File: src/logic/cms_defs.svh
// Constants of the commutation method selector: register address,
// field positions, reset value and threshold encodings.
// Included by the selector module; definitions only.
`ifndef CMS_DEFS_SVH
`define CMS_DEFS_SVH

// Configuration register address and reset value
`define CMS_CFG3_ADDR      8'h8A
`define CMS_CFG3_RESET     32'h14000000

// Field positions inside the configuration word
`define CMS_SCNT_LO_HI     24
`define CMS_SCNT_LO_LO     23
`define CMS_SCNT_UP_HI     22
`define CMS_SCNT_UP_LO     21
`define CMS_DUTY_LO_HI     20
`define CMS_DUTY_LO_LO     19
`define CMS_DUTY_UP_HI     18
`define CMS_DUTY_UP_LO     17
`define CMS_FALL_HI        16
`define CMS_FALL_LO        11
`define CMS_RISE_HI        10
`define CMS_RISE_LO        5

// Samples per 30 degrees, upper switch codes 0..3
`define CMS_SU_0           8'h04
`define CMS_SU_1           8'h06
`define CMS_SU_2           8'h08
`define CMS_SU_3           8'h0A
// Samples per 30 degrees, lower switch codes 0..3
`define CMS_SL_0           8'h03
`define CMS_SL_1           8'h04
`define CMS_SL_2           8'h06
`define CMS_SL_3           8'h08
// Duty limits in whole percent, codes 0..3
`define CMS_DUTY_0         7'h0C
`define CMS_DUTY_1         7'h0F
`define CMS_DUTY_2         7'h12
`define CMS_DUTY_3         7'h14

// Back-EMF threshold decode: segment start codes, bases and steps
`define CMS_THR_SEG1       6'h20
`define CMS_THR_SEG2       6'h30
`define CMS_THR_SEG3       6'h38
`define CMS_THR_BASE1      12'h320
`define CMS_THR_BASE2      12'h640
`define CMS_THR_BASE3      12'h960
`define CMS_THR_STEP0      12'h019
`define CMS_THR_STEP1      12'h032
`define CMS_THR_STEP2      12'h064
`define CMS_THR_STEP3      12'h0C8

`endif

File: src/logic/cms_pkg.sv
// Types shared by the commutation method selector.
// No assumptions beyond a SystemVerilog compiler.
package cms_pkg;

   // Commutation mode; Gray codes along zero-crossing, wait, accumulate
   typedef enum logic [1:0] {
      CMS_ZERO_CROSSING = 2'h0,
      CMS_INTEG_WAIT    = 2'h1,
      CMS_INTEG_ACC     = 2'h3
   } cms_mode_t;

endpackage

File: src/logic/cms_selector.sv
// Commutation method selector: configuration register, zero-crossing
// versus integration decision and back-EMF integration commutation.
// Assumes all data inputs come from logic on the same clock.
`timescale 1ns/1ps
`include "cms_defs.svh"

module cms_selector #(
   parameter int BEMF_W = 12,
   parameter int ACC_W  = 16
) (
   // Clock, reset, enable
   input  wire logic                clock,
   input  wire logic                rst_n,
   input  wire logic                ce,
   // Configuration write and readback
   input  wire logic                cfg_wr,
   input  wire logic [7:0]          cfg_addr,
   input  wire logic [31:0]         cfg_wdata,
   output logic      [31:0]         cfg_rdata,
   // Measures from sampler and duty generator
   input  wire logic                scnt_valid,
   input  wire logic [7:0]          scnt,
   input  wire logic [6:0]          duty_pct,
   // Floating-phase back-EMF
   input  wire logic                zero_point,
   input  wire logic                phase_falling,
   input  wire logic                bemf_valid,
   input  wire logic [BEMF_W-1:0]   bemf_mag,
   // Results to sequencer
   output logic                     integ_mode,
   output logic                     commute,
   output logic      [11:0]         falling_phase_limit,
   output logic      [11:0]         rising_phase_limit
);
   import cms_pkg::*;

   typedef struct packed {
      cms_mode_t         mode;
      logic [31:0]       cfg;
      logic [ACC_W-1:0]  acc;
      logic              integ;
      logic              commute;
      logic [11:0]       fall_thr;
      logic [11:0]       rise_thr;
   } cms_state_t;

   localparam cms_state_t CMS_RESET_STATE = '{
      mode: CMS_ZERO_CROSSING, cfg: `CMS_CFG3_RESET, acc: '0,
      integ: 1'b0, commute: 1'b0, fall_thr: 12'h000, rise_thr: 12'h000};

   logic [1:0]  rst_sync_r;
   logic        rst_int_n;
   cms_state_t  st_r;
   cms_state_t  st_nxt;

   // Piecewise-linear threshold decode
   function automatic logic [11:0] cms_thr_decode(input logic [5:0] code);
      logic [11:0] c;
      c = {6'h00, code};
      if (code < `CMS_THR_SEG1)
         cms_thr_decode = 12'(c * `CMS_THR_STEP0);
      else if (code < `CMS_THR_SEG2)
         cms_thr_decode = 12'(`CMS_THR_BASE1 + (c - {6'h00, `CMS_THR_SEG1}) * `CMS_THR_STEP1);
      else if (code < `CMS_THR_SEG3)
         cms_thr_decode = 12'(`CMS_THR_BASE2 + (c - {6'h00, `CMS_THR_SEG2}) * `CMS_THR_STEP2);
      else
         cms_thr_decode = 12'(`CMS_THR_BASE3 + (c - {6'h00, `CMS_THR_SEG3}) * `CMS_THR_STEP3);
   endfunction

   // Reset release through two flops so removal is clock aligned
   always_ff @(posedge clock or negedge rst_n)
   begin
      if (!rst_n)
         rst_sync_r <= 2'h0;
      else
         rst_sync_r <= {rst_sync_r[0], 1'b1};
   end
   assign rst_int_n = rst_sync_r[1];

   // Limits decoded from the live configuration word; slope threshold from the registered decode
   logic [7:0]  su_lim;
   logic [7:0]  sl_lim;
   logic [6:0]  du_lim;
   logic [6:0]  dl_lim;
   logic [11:0] slope_thr;
   always_comb
   begin
      unique case (st_r.cfg[`CMS_SCNT_UP_HI:`CMS_SCNT_UP_LO])
         2'h0: su_lim = `CMS_SU_0;
         2'h1: su_lim = `CMS_SU_1;
         2'h2: su_lim = `CMS_SU_2;
         2'h3: su_lim = `CMS_SU_3;
      endcase
      unique case (st_r.cfg[`CMS_SCNT_LO_HI:`CMS_SCNT_LO_LO])
         2'h0: sl_lim = `CMS_SL_0;
         2'h1: sl_lim = `CMS_SL_1;
         2'h2: sl_lim = `CMS_SL_2;
         2'h3: sl_lim = `CMS_SL_3;
      endcase
      unique case (st_r.cfg[`CMS_DUTY_UP_HI:`CMS_DUTY_UP_LO])
         2'h0: du_lim = `CMS_DUTY_0;
         2'h1: du_lim = `CMS_DUTY_1;
         2'h2: du_lim = `CMS_DUTY_2;
         2'h3: du_lim = `CMS_DUTY_3;
      endcase
      unique case (st_r.cfg[`CMS_DUTY_LO_HI:`CMS_DUTY_LO_LO])
         2'h0: dl_lim = `CMS_DUTY_0;
         2'h1: dl_lim = `CMS_DUTY_1;
         2'h2: dl_lim = `CMS_DUTY_2;
         2'h3: dl_lim = `CMS_DUTY_3;
      endcase
      slope_thr = phase_falling ? st_r.fall_thr : st_r.rise_thr;
   end

   // Next-state logic; ce low holds every field
   always_comb
   begin
      logic                 go_integ;
      logic                 go_zc;
      logic [ACC_W:0]       sum;
      go_integ = 1'b0;
      go_zc    = 1'b0;
      sum      = '0;
      st_nxt   = st_r;
      if (ce)
      begin
         st_nxt.commute = 1'b0;
         // Register write; decoded thresholds follow one cycle later
         if (cfg_wr && cfg_addr == `CMS_CFG3_ADDR)
            st_nxt.cfg = cfg_wdata;
         st_nxt.fall_thr = cms_thr_decode(st_r.cfg[`CMS_FALL_HI:`CMS_FALL_LO]);
         st_nxt.rise_thr = cms_thr_decode(st_r.cfg[`CMS_RISE_HI:`CMS_RISE_LO]);
         go_integ = (scnt_valid && scnt > su_lim) || (duty_pct > du_lim);
         go_zc = (scnt_valid && scnt < sl_lim) || (duty_pct < dl_lim);
         sum = {1'b0, st_r.acc} + (ACC_W+1)'(bemf_mag);
         unique case (st_r.mode)
            CMS_ZERO_CROSSING:
            begin
               if (go_integ)
               begin
                  st_nxt.mode  = CMS_INTEG_WAIT;
                  st_nxt.integ = 1'b1;
               end
            end
            CMS_INTEG_WAIT, CMS_INTEG_ACC:
            begin
               if (go_zc)
               begin
                  st_nxt.mode  = CMS_ZERO_CROSSING;
                  st_nxt.integ = 1'b0;
                  st_nxt.acc   = '0;
               end
               else if (zero_point)
               begin
                  st_nxt.mode = CMS_INTEG_ACC;
                  st_nxt.acc  = '0;
               end
               else if (st_r.mode == CMS_INTEG_ACC && bemf_valid)
               begin
                  if (sum >= (ACC_W+1)'(slope_thr))
                  begin
                     st_nxt.commute = 1'b1;
                     st_nxt.mode    = CMS_INTEG_WAIT;
                     st_nxt.acc     = '0;
                  end
                  else
                     st_nxt.acc = sum[ACC_W] ? '1 : sum[ACC_W-1:0];
               end
            end
            default:
            begin
               st_nxt.mode  = CMS_ZERO_CROSSING;
               st_nxt.integ = 1'b0;
               st_nxt.acc   = '0;
            end
         endcase
      end
   end

   // State register
   always_ff @(posedge clock or negedge rst_int_n)
   begin
      if (!rst_int_n)
         st_r <= CMS_RESET_STATE;
      else
         st_r <= st_nxt;
   end

   assign cfg_rdata           = st_r.cfg;
   assign integ_mode          = st_r.integ;
   assign commute             = st_r.commute;
   assign falling_phase_limit = st_r.fall_thr;
   assign rising_phase_limit  = st_r.rise_thr;
endmodule // cms_selector

File: config.mk
export PLATFORM = sky130hd
export DESIGN_NAME = cms_selector
export DESIGN_NICKNAME = d
export VERILOG_FILES = /design/src/logic/cms_pkg.sv /design/src/logic/cms_selector.sv
export VERILOG_INCLUDE_DIRS = /design/src /design/src/logic
export SDC_FILE = /design/constraint.sdc
export NUM_CORES = 1
export LEC_CHECK = 0
export ABC_AREA = 0
export BUFFER_PORTS_ARGS = -buffer_cell sky130_fd_sc_hd__buf_4
export CORE_AREA = 2 2 135 137
export CTS_CLUSTER_DIAMETER = 200
export DETAILED_ROUTE_END_ITERATION = 8
export DIE_AREA = 0 0 137 139
export PLACE_DENSITY = 0.83
export SLEW_MARGIN = 20
export SYNTH_ARGS = -nofsm -noshare
export SYNTH_HDL_FRONTEND = slang
export SYNTH_SLANG_ARGS = --single-unit
File: constraint.sdc
create_clock -name clock -period 2.25 [get_ports clock]
set_input_delay 0.225 -clock clock [delete_from_list [all_inputs] [get_ports clock]]
set_output_delay 0.225 -clock clock [all_outputs]
set_load 0.02 [all_outputs]
==> impl_metrics.py, run 1 <==
metrics = {
    "yosys": {
        "synth_simple_gate_area_share_pct": 9.91,
        "mappedNetlistNets": 1273,
        "ys_dominant_reg_cell": "sky130_fd_sc_hd__dfrtp_1",
        "ys_warn_count": 0,
        "yosysSeqAreaShare_pct": 20.9,
        "synth_edf_count": 0,
        "ys_async_sr_fraction_pct": 100,
        "synth-compound-area-share_pct": 16.9,
        "ys_seq_elements": 78,
        "fraction_of_the_mapped_netlist_area_in_adder_cells_pct": 27.3,
        "fraction_of_synthesized_cell_area_in_xor_and_xnor_cells_pct": 7.92,
        "syn_area_per_cell_sq_um": 9.25,
        "syn-instance-count": 1011,
        "synth.area.mux_share_pct": 6.78,
        "synth_top_family_by_area": "adder cells",
        "mappedNetlistArea_sq_um": 9350,
        "yosys.cell_types.count": 73,
    },
    "run_status": {
        "violated_checks": "negative setup slack",
        "outcome": "finished, violations left",
    },
    "die": {
        "io_pins": 133,
        "die_w_um": 137,
        "die-area_sq_um": 19000,
        "floorplan.rows": 49,
        "initial_core_util_pct": 53.0,
        "die_h_um": 139,
        "design.core.area_sq_um": 17700,
    },
    "sta": {
        "setup_viol": 34,
        "finalWorstSetupSlack_ns": -1.70,
        "maximum_operating_frequency_mhz": 253,
        "final.min_clock_period_ns": 3.95,
        "hold_viol_final": 0,
        "worst_clock_skew_ns": 0.0163,
        "max-slew-margin-rel_pct": 63.0,
        "timing.final.crit_share_pct": 176,
        "setup_repair_after_global_routing_missed_its_margin": "yes",
        "maxSlewViolCount": 0,
        "transition_time_of_the_tightest_slew_check_pin_ns": 0.555,
        "hold-worst-slack_ns": 0.0748,
    },
    "clock_network": {
        "clk_latency_ns": 0.37,
        "cts_tree": "done",
        "clockRootBuffer": "sky130_fd_sc_hd__clkbuf_16",
        "cts-buffers-inserted": 9,
        "cts.sink_count": 78,
        "cts.path.max_buffers": 2,
        "clock_tree.htree_level_count": 3,
        "worst_setup_hold_path_clk_slew_ns": 0.08,
    },
    "worst_setup_path": {
        "worst_setup_path_end_kind": "flip-flop",
        "timing.rr.start": "st_r[26]$_DFFE_PN0P_",
        "critical_path_required_ns": 2.54,
        "regToRegSetupSlack_ns": -1.70,
        "timing.critical_path.slowest_stage_cell": "sky130_fd_sc_hd__or4_4",
        "worst-r2r-cell-count": 15,
        "timing.critical_path.slowest_cell_delay_ns": 0.70,
        "worstSetupStartpoint": "st_r[26]$_DFFE_PN0P_",
        "start_kind": "flip-flop",
        "crit_arrival_ns": 4.24,
        "worstSetupPathType": "reg2reg",
        "timing.critical_path.mode_cell": "sky130_fd_sc_hd__nand4_1",
        "worst-path-max-fanout": 6,
        "crit_path_cell_trace": "ha_4 -> fa_2 -> a211oi_2 -> o21bai_2 -> o22ai_2 -> or4bb_1 -> nand4_1 -> ha_1 -> and4_1 -> nand4_1 -> o221ai_2 -> a311oi_2 -> o2111ai_2 -> or4_4 -> o2bb2ai_4",
        "r2r-end": "st_r[29]$_DFFE_PN0P_",
        "crit_end": "st_r[29]$_DFFE_PN0P_",
    },
    "global_route": {
        "grt_start_max_net_pins": 42,
        "antenna_found_initial": 0,
        "grt_first_pass_wirelength_um": 52200,
        "grt_total_usage_pct": 35.4,
        "sum_of_overflow_across_all_layers_after_global_routing": 0,
        "via_count_of_the_first_global_routing_pass": 10200,
    },
    "drt": {
        "detailedRoute.firstIterationViolations": 1079,
        "postRouteAntennaNets": 0,
        "firstDrtPassIters": 6,
        "detail_route.drc_violations": 0,
        "via_per_instance_ratio": 6.29,
        "vias": 10000,
        "routedWlPerCell_um": 23.6,
        "wl_final_um": 37500,
    },
    "power_and_ir_drop": {
        "power.total_uw": 5920,
        "power_leakage_uw": 0.00690,
        "peak_supply_drop_v": 0.000448,
        "p_per_area_nw_per_um2": 414,
    },
    "finish": {
        "design.final.nets": 1620,
        "antennaDiodeCount": 0,
        "drive_above_1_share_pct": 51.1,
        "post-route-util_pct": 80.9,
        "area_growth_pct": 52.8,
    },
    "place": {
        "io_buffers": 132,
        "detail_placement_hpwl_um": 21800,
        "gp_congestion": 0.949,
    },
    "job": {
        "drv.max_cap_violation_count": 0,
    },
    "min_path": {
        "hold_start": "cfg_wdata[5]",
        "holdCritPathClass": "in2reg",
    },
}
[cells in the final DEF, fill, tap and decap left out, types with 9 or more instances in the layout]
cell                        netlist  layout
sky130_fd_sc_hd__a21o_1          16      16
sky130_fd_sc_hd__a21oi_1         55      41
sky130_fd_sc_hd__a21oi_2          0      11
sky130_fd_sc_hd__buf_4           56     385
sky130_fd_sc_hd__buf_6            1      27
sky130_fd_sc_hd__clkbuf_16        0       9
sky130_fd_sc_hd__dfrtp_1         76      63
sky130_fd_sc_hd__dfrtp_2          0      12
sky130_fd_sc_hd__fa_1            28      20
sky130_fd_sc_hd__ha_1           159      99
sky130_fd_sc_hd__ha_4             0      54
sky130_fd_sc_hd__inv_1          110      77
sky130_fd_sc_hd__inv_2            1      24
sky130_fd_sc_hd__mux2_1          10      10
sky130_fd_sc_hd__mux2_2          25      24
sky130_fd_sc_hd__mux2i_1         24      24
sky130_fd_sc_hd__nand2_1         31      28
sky130_fd_sc_hd__nand4_1         10      10
sky130_fd_sc_hd__nor2_1          67      61
sky130_fd_sc_hd__nor2b_1         10       9
sky130_fd_sc_hd__o211ai_1        10      10
sky130_fd_sc_hd__o21a_1          12      11
sky130_fd_sc_hd__o21ai_0         34      18
sky130_fd_sc_hd__o21ai_1          7      20
sky130_fd_sc_hd__o2bb2ai_2       10      10
sky130_fd_sc_hd__xnor2_1         54      41
sky130_fd_sc_hd__xnor2_2          0       9
sky130_fd_sc_hd__xor2_1          28      20
[cells in the mapped netlist (all sizes together) (3+ instances only)]
cell type	count	area share [%]
dfrtp	76	20
a31o	4	0.37
o22ai	3	0.20
clkbuf	23	0.92
o221ai	6	0.63
mux2	35	4.2
inv	111	4.5
a211oi	9	0.72
o211a	5	0.54
nand4	10	0.67
o311ai	3	0.28
a2111oi	5	0.47
o21bai	8	0.64
a21boi	3	0.24
or3	4	0.27
o21a	12	0.96
a21oi	55	2.9
nand2	31	1.2
or4	3	0.28
ha	159	21
a221o	5	0.54
o21ai	41	2.2
o31ai	4	0.32
nor4b	3	0.28
nand3b	5	0.40
nand2b	10	0.67
fa	28	6.0
o211ai	10	0.80
nor2	67	2.7
nand3	10	0.54
a221oi	5	0.53
buf	62	4.9
mux2i	24	2.6
nor4	3	0.20
o2bb2ai	13	1.9
nor3	7	0.37
o2111ai	3	0.28
and2	8	0.54
xnor2	54	5.1
a31oi	4	0.27
nor2b	10	0.67
a21o	16	1.3
xor2	28	2.6
[final cells by class]
cell class                 count  area [sq um]
tap                          229           287
timing repair buffer         420          3350
multi-input combinational    736          7950
fill                         876          3360
clock inverter                 6          42.5
clock buffer                  10           239
inverter                     113           454
sequential                    78          1970
[flip-flops by register name, summed over array words and instances, names as in the netlist]
name / flops
st_r: 18
rst_sync_r: 2
cfg_rdata: 32
commute: 1
falling_phase_limit: 12
integ_mode: 1
rising_phase_limit: 12
[worst max-delay path: cells and delay by family (launching register included)]
| family | cells | cell delay (ns) |
|---|---|---|
| AOI/OAI and AO/OA | 7 | 1.34 |
| adders and majority gates | 3 | 0.89 |
| DFF | 1 | 0.42 |
| and+or+nand+nor | 5 | 1.23 |
[kinds of logic after synthesis]
| logic type | count (synthesis) |
|---|---|
| multiplexers | 59 |
| other | 1 |
| XOR/XNOR | 83 |
| AND/OR/NAND/NOR | 183 |
| AO/OA/AOI/OAI | 222 |
| flip-flops | 78 |
| adder cells (fa/ha/maj) | 187 |
| buffers and inverters | 198 |
[metrics by stage]
step	TNS, ns	setup WS (ns)	instances	cell area (sq um)
2_1_floorplan	-23.52	-1.22	1011	10100
3_3_place_gp	-30.42	-1.36	1534	12600
3_5_place_dp	-33.62	-1.52	1534	12600
4_1_cts	-32.58	-1.53	1572	13700
5_1_grt	-41.27	-1.84	1592	14300
6_report	-38.00	-1.70	1592	14300
[per-layer routing]
layer	track usage, %	share of wire, %	wire (um)
met1	41.2	35	13100
met4	20.9	9.1	3400
met3	6.21	9.5	3580
met5	0	0	0
met2	60.3	47	17500
[worst min path at each step]
stage	depth (start not counted)	end
2_1_floorplan	0	rst_sync_r[0]$_DFF_PN0_
3_3_place_gp	1	rst_sync_r[0]$_DFF_PN0_
3_5_place_dp	1	rst_sync_r[0]$_DFF_PN0_
4_1_cts	2	cfg_rdata[2]$_DFFE_PN0P_
5_1_grt	2	cfg_rdata[30]$_DFFE_PN0P_
6_report	2	cfg_rdata[5]$_DFFE_PN0P_
[what timing repair did]
action / 4_1_cts / 5_1_grt
setup endpoints to repair: 34 / 36
resized for setup: 119 / 78
pin swaps: 92 / 77
hold buffers: 1 / 0
cloned: 1 / 1
setup buffers: 24 / 24
hold endpoints to repair: 2 / 0
[power breakdown]
group | switching [uW] | internal, uW
Clock | 685 | 783
Combinational | 1450 | 1440
Sequential | 89.8 | 1480
(Power assumes the default switching activity.)
==> run 2, diff against run 1 <==
--- a/config.mk
+++ b/config.mk
@@ -13,6 +13,7 @@
 export DETAILED_ROUTE_END_ITERATION = 8
 export DIE_AREA = 0 0 137 139
 export PLACE_DENSITY = 0.83
+export SKIP_LAST_GASP = 1
 export SLEW_MARGIN = 20
 export SYNTH_ARGS = -nofsm -noshare
 export SYNTH_HDL_FRONTEND = slang
==> impl_metrics.py, run 2 (synthesized netlist as in run 1, its figures left out) <==
metrics = {
    "finish": {
        "most-common-layout-cells": "sky130_fd_sc_hd__buf_4 (382), sky130_fd_sc_hd__ha_1 (100), sky130_fd_sc_hd__inv_1 (77)",
        "area_growth_pct": 54.3,
        "max_reg_flops": 32,
        "antennaDiodeCount": 0,
        "layout_commonest_cell": "sky130_fd_sc_hd__buf_4",
        "post-route-util_pct": 81.7,
        "drive_above_1_share_pct": 51.6,
        "post_layout_nonfiller_instances": 1593,
        "design.final.nets": 1621,
    },
    "sta": {
        "hold_viol_final": 0,
        "max-slew-margin-rel_pct": 60.3,
        "setup_repair_after_global_routing_missed_its_margin": "yes",
        "worst_clock_skew_ns": 0.0100,
        "finalWorstSetupSlack_ns": -1.65,
        "setup_viol": 36,
        "final.min_clock_period_ns": 3.90,
        "timing.final.crit_share_pct": 173,
        "transition_time_of_the_tightest_slew_check_pin_ns": 0.592,
        "maximum_operating_frequency_mhz": 256,
        "maxSlewViolCount": 0,
    },
    "power_and_ir_drop": {
        "peak_supply_drop_v": 0.000474,
        "power_leakage_uw": 0.00694,
        "p_per_area_nw_per_um2": 412,
        "power.total_uw": 5950,
    },
    "global_route": {
        "sum_of_overflow_across_all_layers_after_global_routing": 0,
        "global_route.peak_usage_layer": "met2",
        "grt_start_max_net_pins": 42,
        "via_count_of_the_first_global_routing_pass": 9810,
        "antenna_found_initial": 0,
        "grt_total_usage_pct": 34.1,
        "grtUsageMet3_pct": 5.96,
        "grt.met2_usage_pct": 57.7,
        "grt_first_pass_wirelength_um": 50700,
        "globalRouteMet1Util_pct": 41.5,
    },
    "run_status": {
        "outcome": "finished, violations left",
        "violated_checks": "negative setup slack",
    },
    "die": {
        "die_h_um": 139,
        "die-area_sq_um": 19000,
        "die_w_um": 137,
        "floorplan.rows": 49,
        "initial_core_util_pct": 53.0,
        "design.core.area_sq_um": 17700,
        "io_pins": 133,
    },
    "min_path": {
        "holdCritPathClass": "in2reg",
        "hold_start": "cfg_wdata[29]",
        "min_path_cells": 2,
        "worstHoldEndpoint": "cfg_rdata[29]$_DFFE_PN0P_",
    },
    "drt": {
        "vias": 9949,
        "firstDrtPassIters": 6,
        "via_per_instance_ratio": 6.25,
        "postRouteAntennaNets": 0,
        "detail_route.drc_violations": 0,
        "routedWlPerCell_um": 23.9,
        "wl_final_um": 38000,
        "detailedRoute.firstIterationViolations": 1120,
    },
    "place": {
        "detail_placement_hpwl_um": 21800,
        "placedCellCount": 1534,
        "io_buffers": 132,
        "placement.setup.worst_slack_ns": -1.52,
        "gp_congestion": 0.949,
    },
    "worst_setup_path": {
        "timing.rr.start": "st_r[26]$_DFFE_PN0P_",
        "worst-r2r-cell-count": 15,
        "timing.critical_path.slowest_cell_delay_ns": 0.69,
        "worstSetupPathType": "reg2reg",
        "worst_setup_path_end_kind": "flip-flop",
        "timing.critical_path.mode_cell": "sky130_fd_sc_hd__buf_4",
        "regToRegSetupSlack_ns": -1.65,
        "start_kind": "flip-flop",
        "r2r-end": "st_r[29]$_DFFE_PN0P_",
        "worst-path-max-fanout": 6,
        "critical_path_required_ns": 2.54,
        "crit_arrival_ns": 4.19,
        "timing.critical_path.slowest_stage_cell": "sky130_fd_sc_hd__or4_4",
        "crit_path_cell_trace": "ha_4 -> buf_4 -> buf_4 -> a211oi_2 -> o211ai_1 -> a31o_2 -> a21oi_1 -> xnor2_1 -> ha_1 -> nand4_1 -> o221ai_2 -> a311oi_2 -> o2111ai_2 -> or4_4 -> o2bb2ai_4",
    },
    "clock_network": {
        "cts.sink_count": 78,
        "clk_latency_ns": 0.36,
        "worst_setup_hold_path_clk_slew_ns": 0.07,
        "cts.path.max_buffers": 2,
        "clock_tree.htree_level_count": 3,
        "clockRootBuffer": "sky130_fd_sc_hd__clkbuf_16",
        "cts-buffers-inserted": 9,
        "cts_tree": "done",
    },
    "job": {
        "drv.max_cap_violation_count": 0,
    },
}
[run 2: cell count changes in the layout (fill, tap and decap cells not counted), sizes merged]
cell  delta
buf      +1
[run 2: timing repair]
| item | 4_1_cts | 5_1_grt |
|---|---|---|
| hold endpoints to repair | 2 | 0 |
| pin swaps | 92 | 94 |
| setup buffers | 24 | 25 |
| endpoints found under the setup margin | 34 | 35 |
| cloned | 1 | 1 |
| hold buffers | 1 | 0 |
| gates resized for setup | 110 | 108 |
[run 2: layout make-up]
cell class	count	area [sq um]
Clock buffer	10	239
Timing Repair Buffer	421	3360
Multi-Input combinational cell	736	8080
Clock inverter	6	42.5
Tap cell	229	287
Inverter	113	452
Fill cell	855	3230
Sequential cell	78	1970
[run 2: how the worst max path moves through the flow]
stage / start / endpoint / slack, ns
after floorplan: st_r[26]$_DFFE_PN0P_ / st_r[28]$_DFFE_PN0P_ / -1.22
after global placement: st_r[26]$_DFFE_PN0P_ / st_r[26]$_DFFE_PN0P_ / -1.36
after detailed placement: st_r[26]$_DFFE_PN0P_ / st_r[26]$_DFFE_PN0P_ / -1.52
after CTS: st_r[26]$_DFFE_PN0P_ / st_r[26]$_DFFE_PN0P_ / -1.53
after global routing: st_r[26]$_DFFE_PN0P_ / st_r[29]$_DFFE_PN0P_ / -1.75
final: st_r[26]$_DFFE_PN0P_ / st_r[29]$_DFFE_PN0P_ / -1.65
[run 2: worst max-delay path: cells and delay by family, from the launching register on]
| kind | cells | cell delay [ns] |
|---|---|---|
| AOI/OAI and AO/OA | 8 | 1.66 |
| xor gates and xnor gates | 1 | 0.18 |
| adders and majority gates | 2 | 0.47 |
| buffers and inverters | 2 | 0.26 |
| DFF | 1 | 0.42 |
| and+or+nand+nor | 2 | 0.83 |
[run 2: metal layers]
| metal | routed length (um) | part of all wire (%) | vias up |
|---|---|---|---|
| met5 | 0 | 0 | - |
| met4 | 3090 | 8.1 | 0 |
| met3 | 3670 | 9.6 | 287 |
| met2 | 17600 | 46 | 746 |
| met1 | 13600 | 36 | 4722 |
| li1 | - | - | 4194 |
[run 2: where the power goes]
part           internal [uW]  switching, uW  total [uW]
Combinational           1450           1480        2940
Clock                    782            667        1450
Sequential              1480           88.7        1570
[run 2: per-stage QoR]
| stage | hold slack, ns | TNS (ns) | instance area [sq um] |
|---|---|---|---|
| after floorplan | -0.0706 | -23.52 | 10100 |
| after global placement | 0.00846 | -30.42 | 12600 |
| after detailed placement | 0.0115 | -33.62 | 12600 |
| after CTS | 0.0778 | -32.75 | 13700 |
| after global routing | 0.0771 | -40.54 | 14400 |
| final | 0.0775 | -37.21 | 14400 |
==> run 3, diff against run 2 <==
--- a/config.mk
+++ b/config.mk
@@ -8,11 +8,11 @@
 export LEC_CHECK = 0
 export ABC_AREA = 0
 export BUFFER_PORTS_ARGS = -buffer_cell sky130_fd_sc_hd__buf_4
-export CORE_AREA = 2 2 135 137
+export CORE_AREA = 2 2 140 142
 export CTS_CLUSTER_DIAMETER = 200
 export DETAILED_ROUTE_END_ITERATION = 8
-export DIE_AREA = 0 0 137 139
-export PLACE_DENSITY = 0.83
+export DIE_AREA = 0 0 142 144
+export PLACE_DENSITY = 0.78
 export SKIP_LAST_GASP = 1
 export SLEW_MARGIN = 20
 export SYNTH_ARGS = -nofsm -noshare
==> impl_metrics.py, run 3 (synthesized netlist as in run 1, its figures left out) <==
metrics = {
    "worst_setup_path": {
        "worst_setup_path_end_kind": "flip-flop",
        "worst-r2r-cell-count": 15,
        "worstSetupStartpoint": "st_r[26]$_DFFE_PN0P_",
        "start_kind": "flip-flop",
        "worstSetupPathType": "reg2reg",
        "timing.rr.start": "st_r[26]$_DFFE_PN0P_",
        "worst-path-max-fanout": 6,
        "crit_end": "st_r[26]$_DFFE_PN0P_",
        "regToRegSetupSlack_ns": -1.44,
        "crit_arrival_ns": 3.97,
        "r2r-end": "st_r[26]$_DFFE_PN0P_",
        "critical_path_required_ns": 2.53,
    },
    "sta": {
        "final.min_clock_period_ns": 3.69,
        "timing.final.crit_share_pct": 164,
        "setup_repair_after_global_routing_missed_its_margin": "yes",
        "setup_viol": 33,
        "hold_viol_final": 0,
        "hold-worst-slack_ns": 0.0758,
        "maxSlewViolCount": 0,
        "maximum_operating_frequency_mhz": 271,
        "worst_clock_skew_ns": 0.00763,
        "finalWorstSetupSlack_ns": -1.44,
    },
    "power_and_ir_drop": {
        "power.total_uw": 5600,
        "power_leakage_uw": 0.00673,
        "p_per_area_nw_per_um2": 403,
        "peak_supply_drop_v": 0.000447,
    },
    "clock_network": {
        "cts-buffers-inserted": 9,
        "clockRootBuffer": "sky130_fd_sc_hd__clkbuf_16",
        "cts.sink_count": 78,
        "worst_setup_hold_path_clk_slew_ns": 0.07,
        "clk_latency_ns": 0.35,
        "cts_tree": "done",
        "cts.path.max_buffers": 2,
        "clock_tree.htree_level_count": 3,
    },
    "die": {
        "die-area_sq_um": 20400,
        "die_h_um": 144,
        "design.core.area_sq_um": 19100,
        "die_w_um": 142,
        "floorplan.rows": 51,
        "initial_core_util_pct": 49.0,
        "io_pins": 133,
    },
    "finish": {
        "max_reg_flops": 32,
        "post-route-cell-area_sq_um": 13900,
        "post_layout_nonfiller_instances": 1577,
        "most-common-layout-cells": "sky130_fd_sc_hd__buf_4 (371), sky130_fd_sc_hd__ha_1 (99), sky130_fd_sc_hd__inv_1 (79)",
        "layout_commonest_cell": "sky130_fd_sc_hd__buf_4",
        "antennaDiodeCount": 0,
        "drive_above_1_share_pct": 50.0,
        "design.final.nets": 1596,
        "area_growth_pct": 48.7,
    },
    "global_route": {
        "antenna_found_initial": 0,
        "via_count_of_the_first_global_routing_pass": 8960,
        "sum_of_overflow_across_all_layers_after_global_routing": 0,
        "grt_first_pass_wirelength_um": 44200,
        "grt_total_usage_pct": 27.3,
        "grt_start_max_net_pins": 47,
    },
    "drt": {
        "postRouteAntennaNets": 0,
        "via_per_instance_ratio": 5.68,
        "firstDrtPassIters": 5,
        "detail_route.drc_violations": 0,
        "wl_final_um": 30300,
        "detailedRoute.firstIterationViolations": 611,
        "routedWlPerCell_um": 19.2,
        "vias": 8958,
    },
    "job": {
        "drv.max_cap_violation_count": 0,
    },
    "place": {
        "placedInstanceArea_sq_um": 12600,
        "gp_congestion": 0.947,
        "detail_placement_hpwl_um": 21200,
        "placedCellCount": 1536,
        "io_buffers": 132,
    },
    "min_path": {
        "holdCritPathClass": "in2reg",
        "min_path_cells": 2,
    },
    "run_status": {
        "violated_checks": "negative setup slack",
        "outcome": "finished, violations left",
    },
}
run 3: cell types whose count changed in the layout (fill, tap and decap cells not counted), moves of 4 or more:
cell | before | now
sky130_fd_sc_hd__buf_4 | 382 | 371
sky130_fd_sc_hd__nor2_4 | 7 | 0
sky130_fd_sc_hd__xor2_4 | 5 | 1
sky130_fd_sc_hd__xnor2_2 | 5 | 13
sky130_fd_sc_hd__buf_6 | 33 | 18
sky130_fd_sc_hd__nor2_1 | 57 | 63
sky130_fd_sc_hd__o21ai_1 | 21 | 16
sky130_fd_sc_hd__xnor2_4 | 7 | 2
run 3: where the power goes:
| group | switching (uW) | internal (uW) |
|---|---|---|
| Combinational | 1250 | 1340 |
| Sequential | 81.3 | 1480 |
| Clock | 682 | 771 |
| Total | 2020 | 3590 |
run 3: how the worst min path moves through the flow:
stage / to / slack, ns / start
floorplan: rst_sync_r[0]$_DFF_PN0_ / -0.07 / rst_n
global placement: rst_sync_r[0]$_DFF_PN0_ / 0.01 / rst_n
detailed placement: rst_sync_r[0]$_DFF_PN0_ / 0.01 / rst_n
CTS: cfg_rdata[0]$_DFFE_PN0P_ / 0.07 / cfg_wdata[0]
global route: cfg_rdata[0]$_DFFE_PN0P_ / 0.07 / cfg_wdata[0]
finish: cfg_rdata[0]$_DFFE_PN0P_ / 0.08 / cfg_wdata[0]
run 3: routing by layer:
layer  GRT usage [%]  wire length, um
met1            33.0            12000
met2            49.9            15400
met3            3.51             1660
met4            10.0             1340
met5               0                0
run 3: what timing repair did:
| action | CTS | global route |
|---|---|---|
| hold buffers | 1 | 0 |
| hold endpoints to repair | 2 | 0 |
| setup buffers | 16 | 11 |
| endpoints found under the setup margin | 33 | 34 |
| gates resized for setup | 94 | 65 |
| cloned | 2 | 0 |
| pin swaps | 71 | 51 |
run 3: worst max-delay path, cell delays in order (launching register included):
cell and delay (ns):
sky130_fd_sc_hd__dfrtp_1 0.41, sky130_fd_sc_hd__ha_4 0.18, sky130_fd_sc_hd__fa_2 0.39, sky130_fd_sc_hd__a211oi_2 0.24, sky130_fd_sc_hd__o21bai_2 0.11, sky130_fd_sc_hd__a21oi_2 0.20
sky130_fd_sc_hd__xnor2_2 0.14, sky130_fd_sc_hd__ha_1 0.27, sky130_fd_sc_hd__buf_4 0.14, sky130_fd_sc_hd__and4_1 0.19, sky130_fd_sc_hd__nand4_1 0.09, sky130_fd_sc_hd__o221ai_2 0.11
sky130_fd_sc_hd__a311oi_2 0.23, sky130_fd_sc_hd__o2111ai_2 0.20, sky130_fd_sc_hd__or4_4 0.54, sky130_fd_sc_hd__o2bb2ai_1 0.18
run 3: metrics by stage:
step                utilization [%]  setup slack, ns  setup TNS (ns)
finish                         72.9            -1.44          -31.88
global route                   72.9            -1.66          -36.55
CTS                            70.7            -1.50          -31.40
detailed placement             66.1            -1.50          -32.47
global placement               66.1            -1.39          -30.35
floorplan                         -            -1.22          -23.52
run 3: cell type report:
class	count	area, sq um
multi-input combinational	736	7770
fill	1245	5170
timing repair buffer	396	3130
sequential	78	1970
inverter	113	449
tap	238	298
clock buffer	9	225
clock inverter	7	62.6
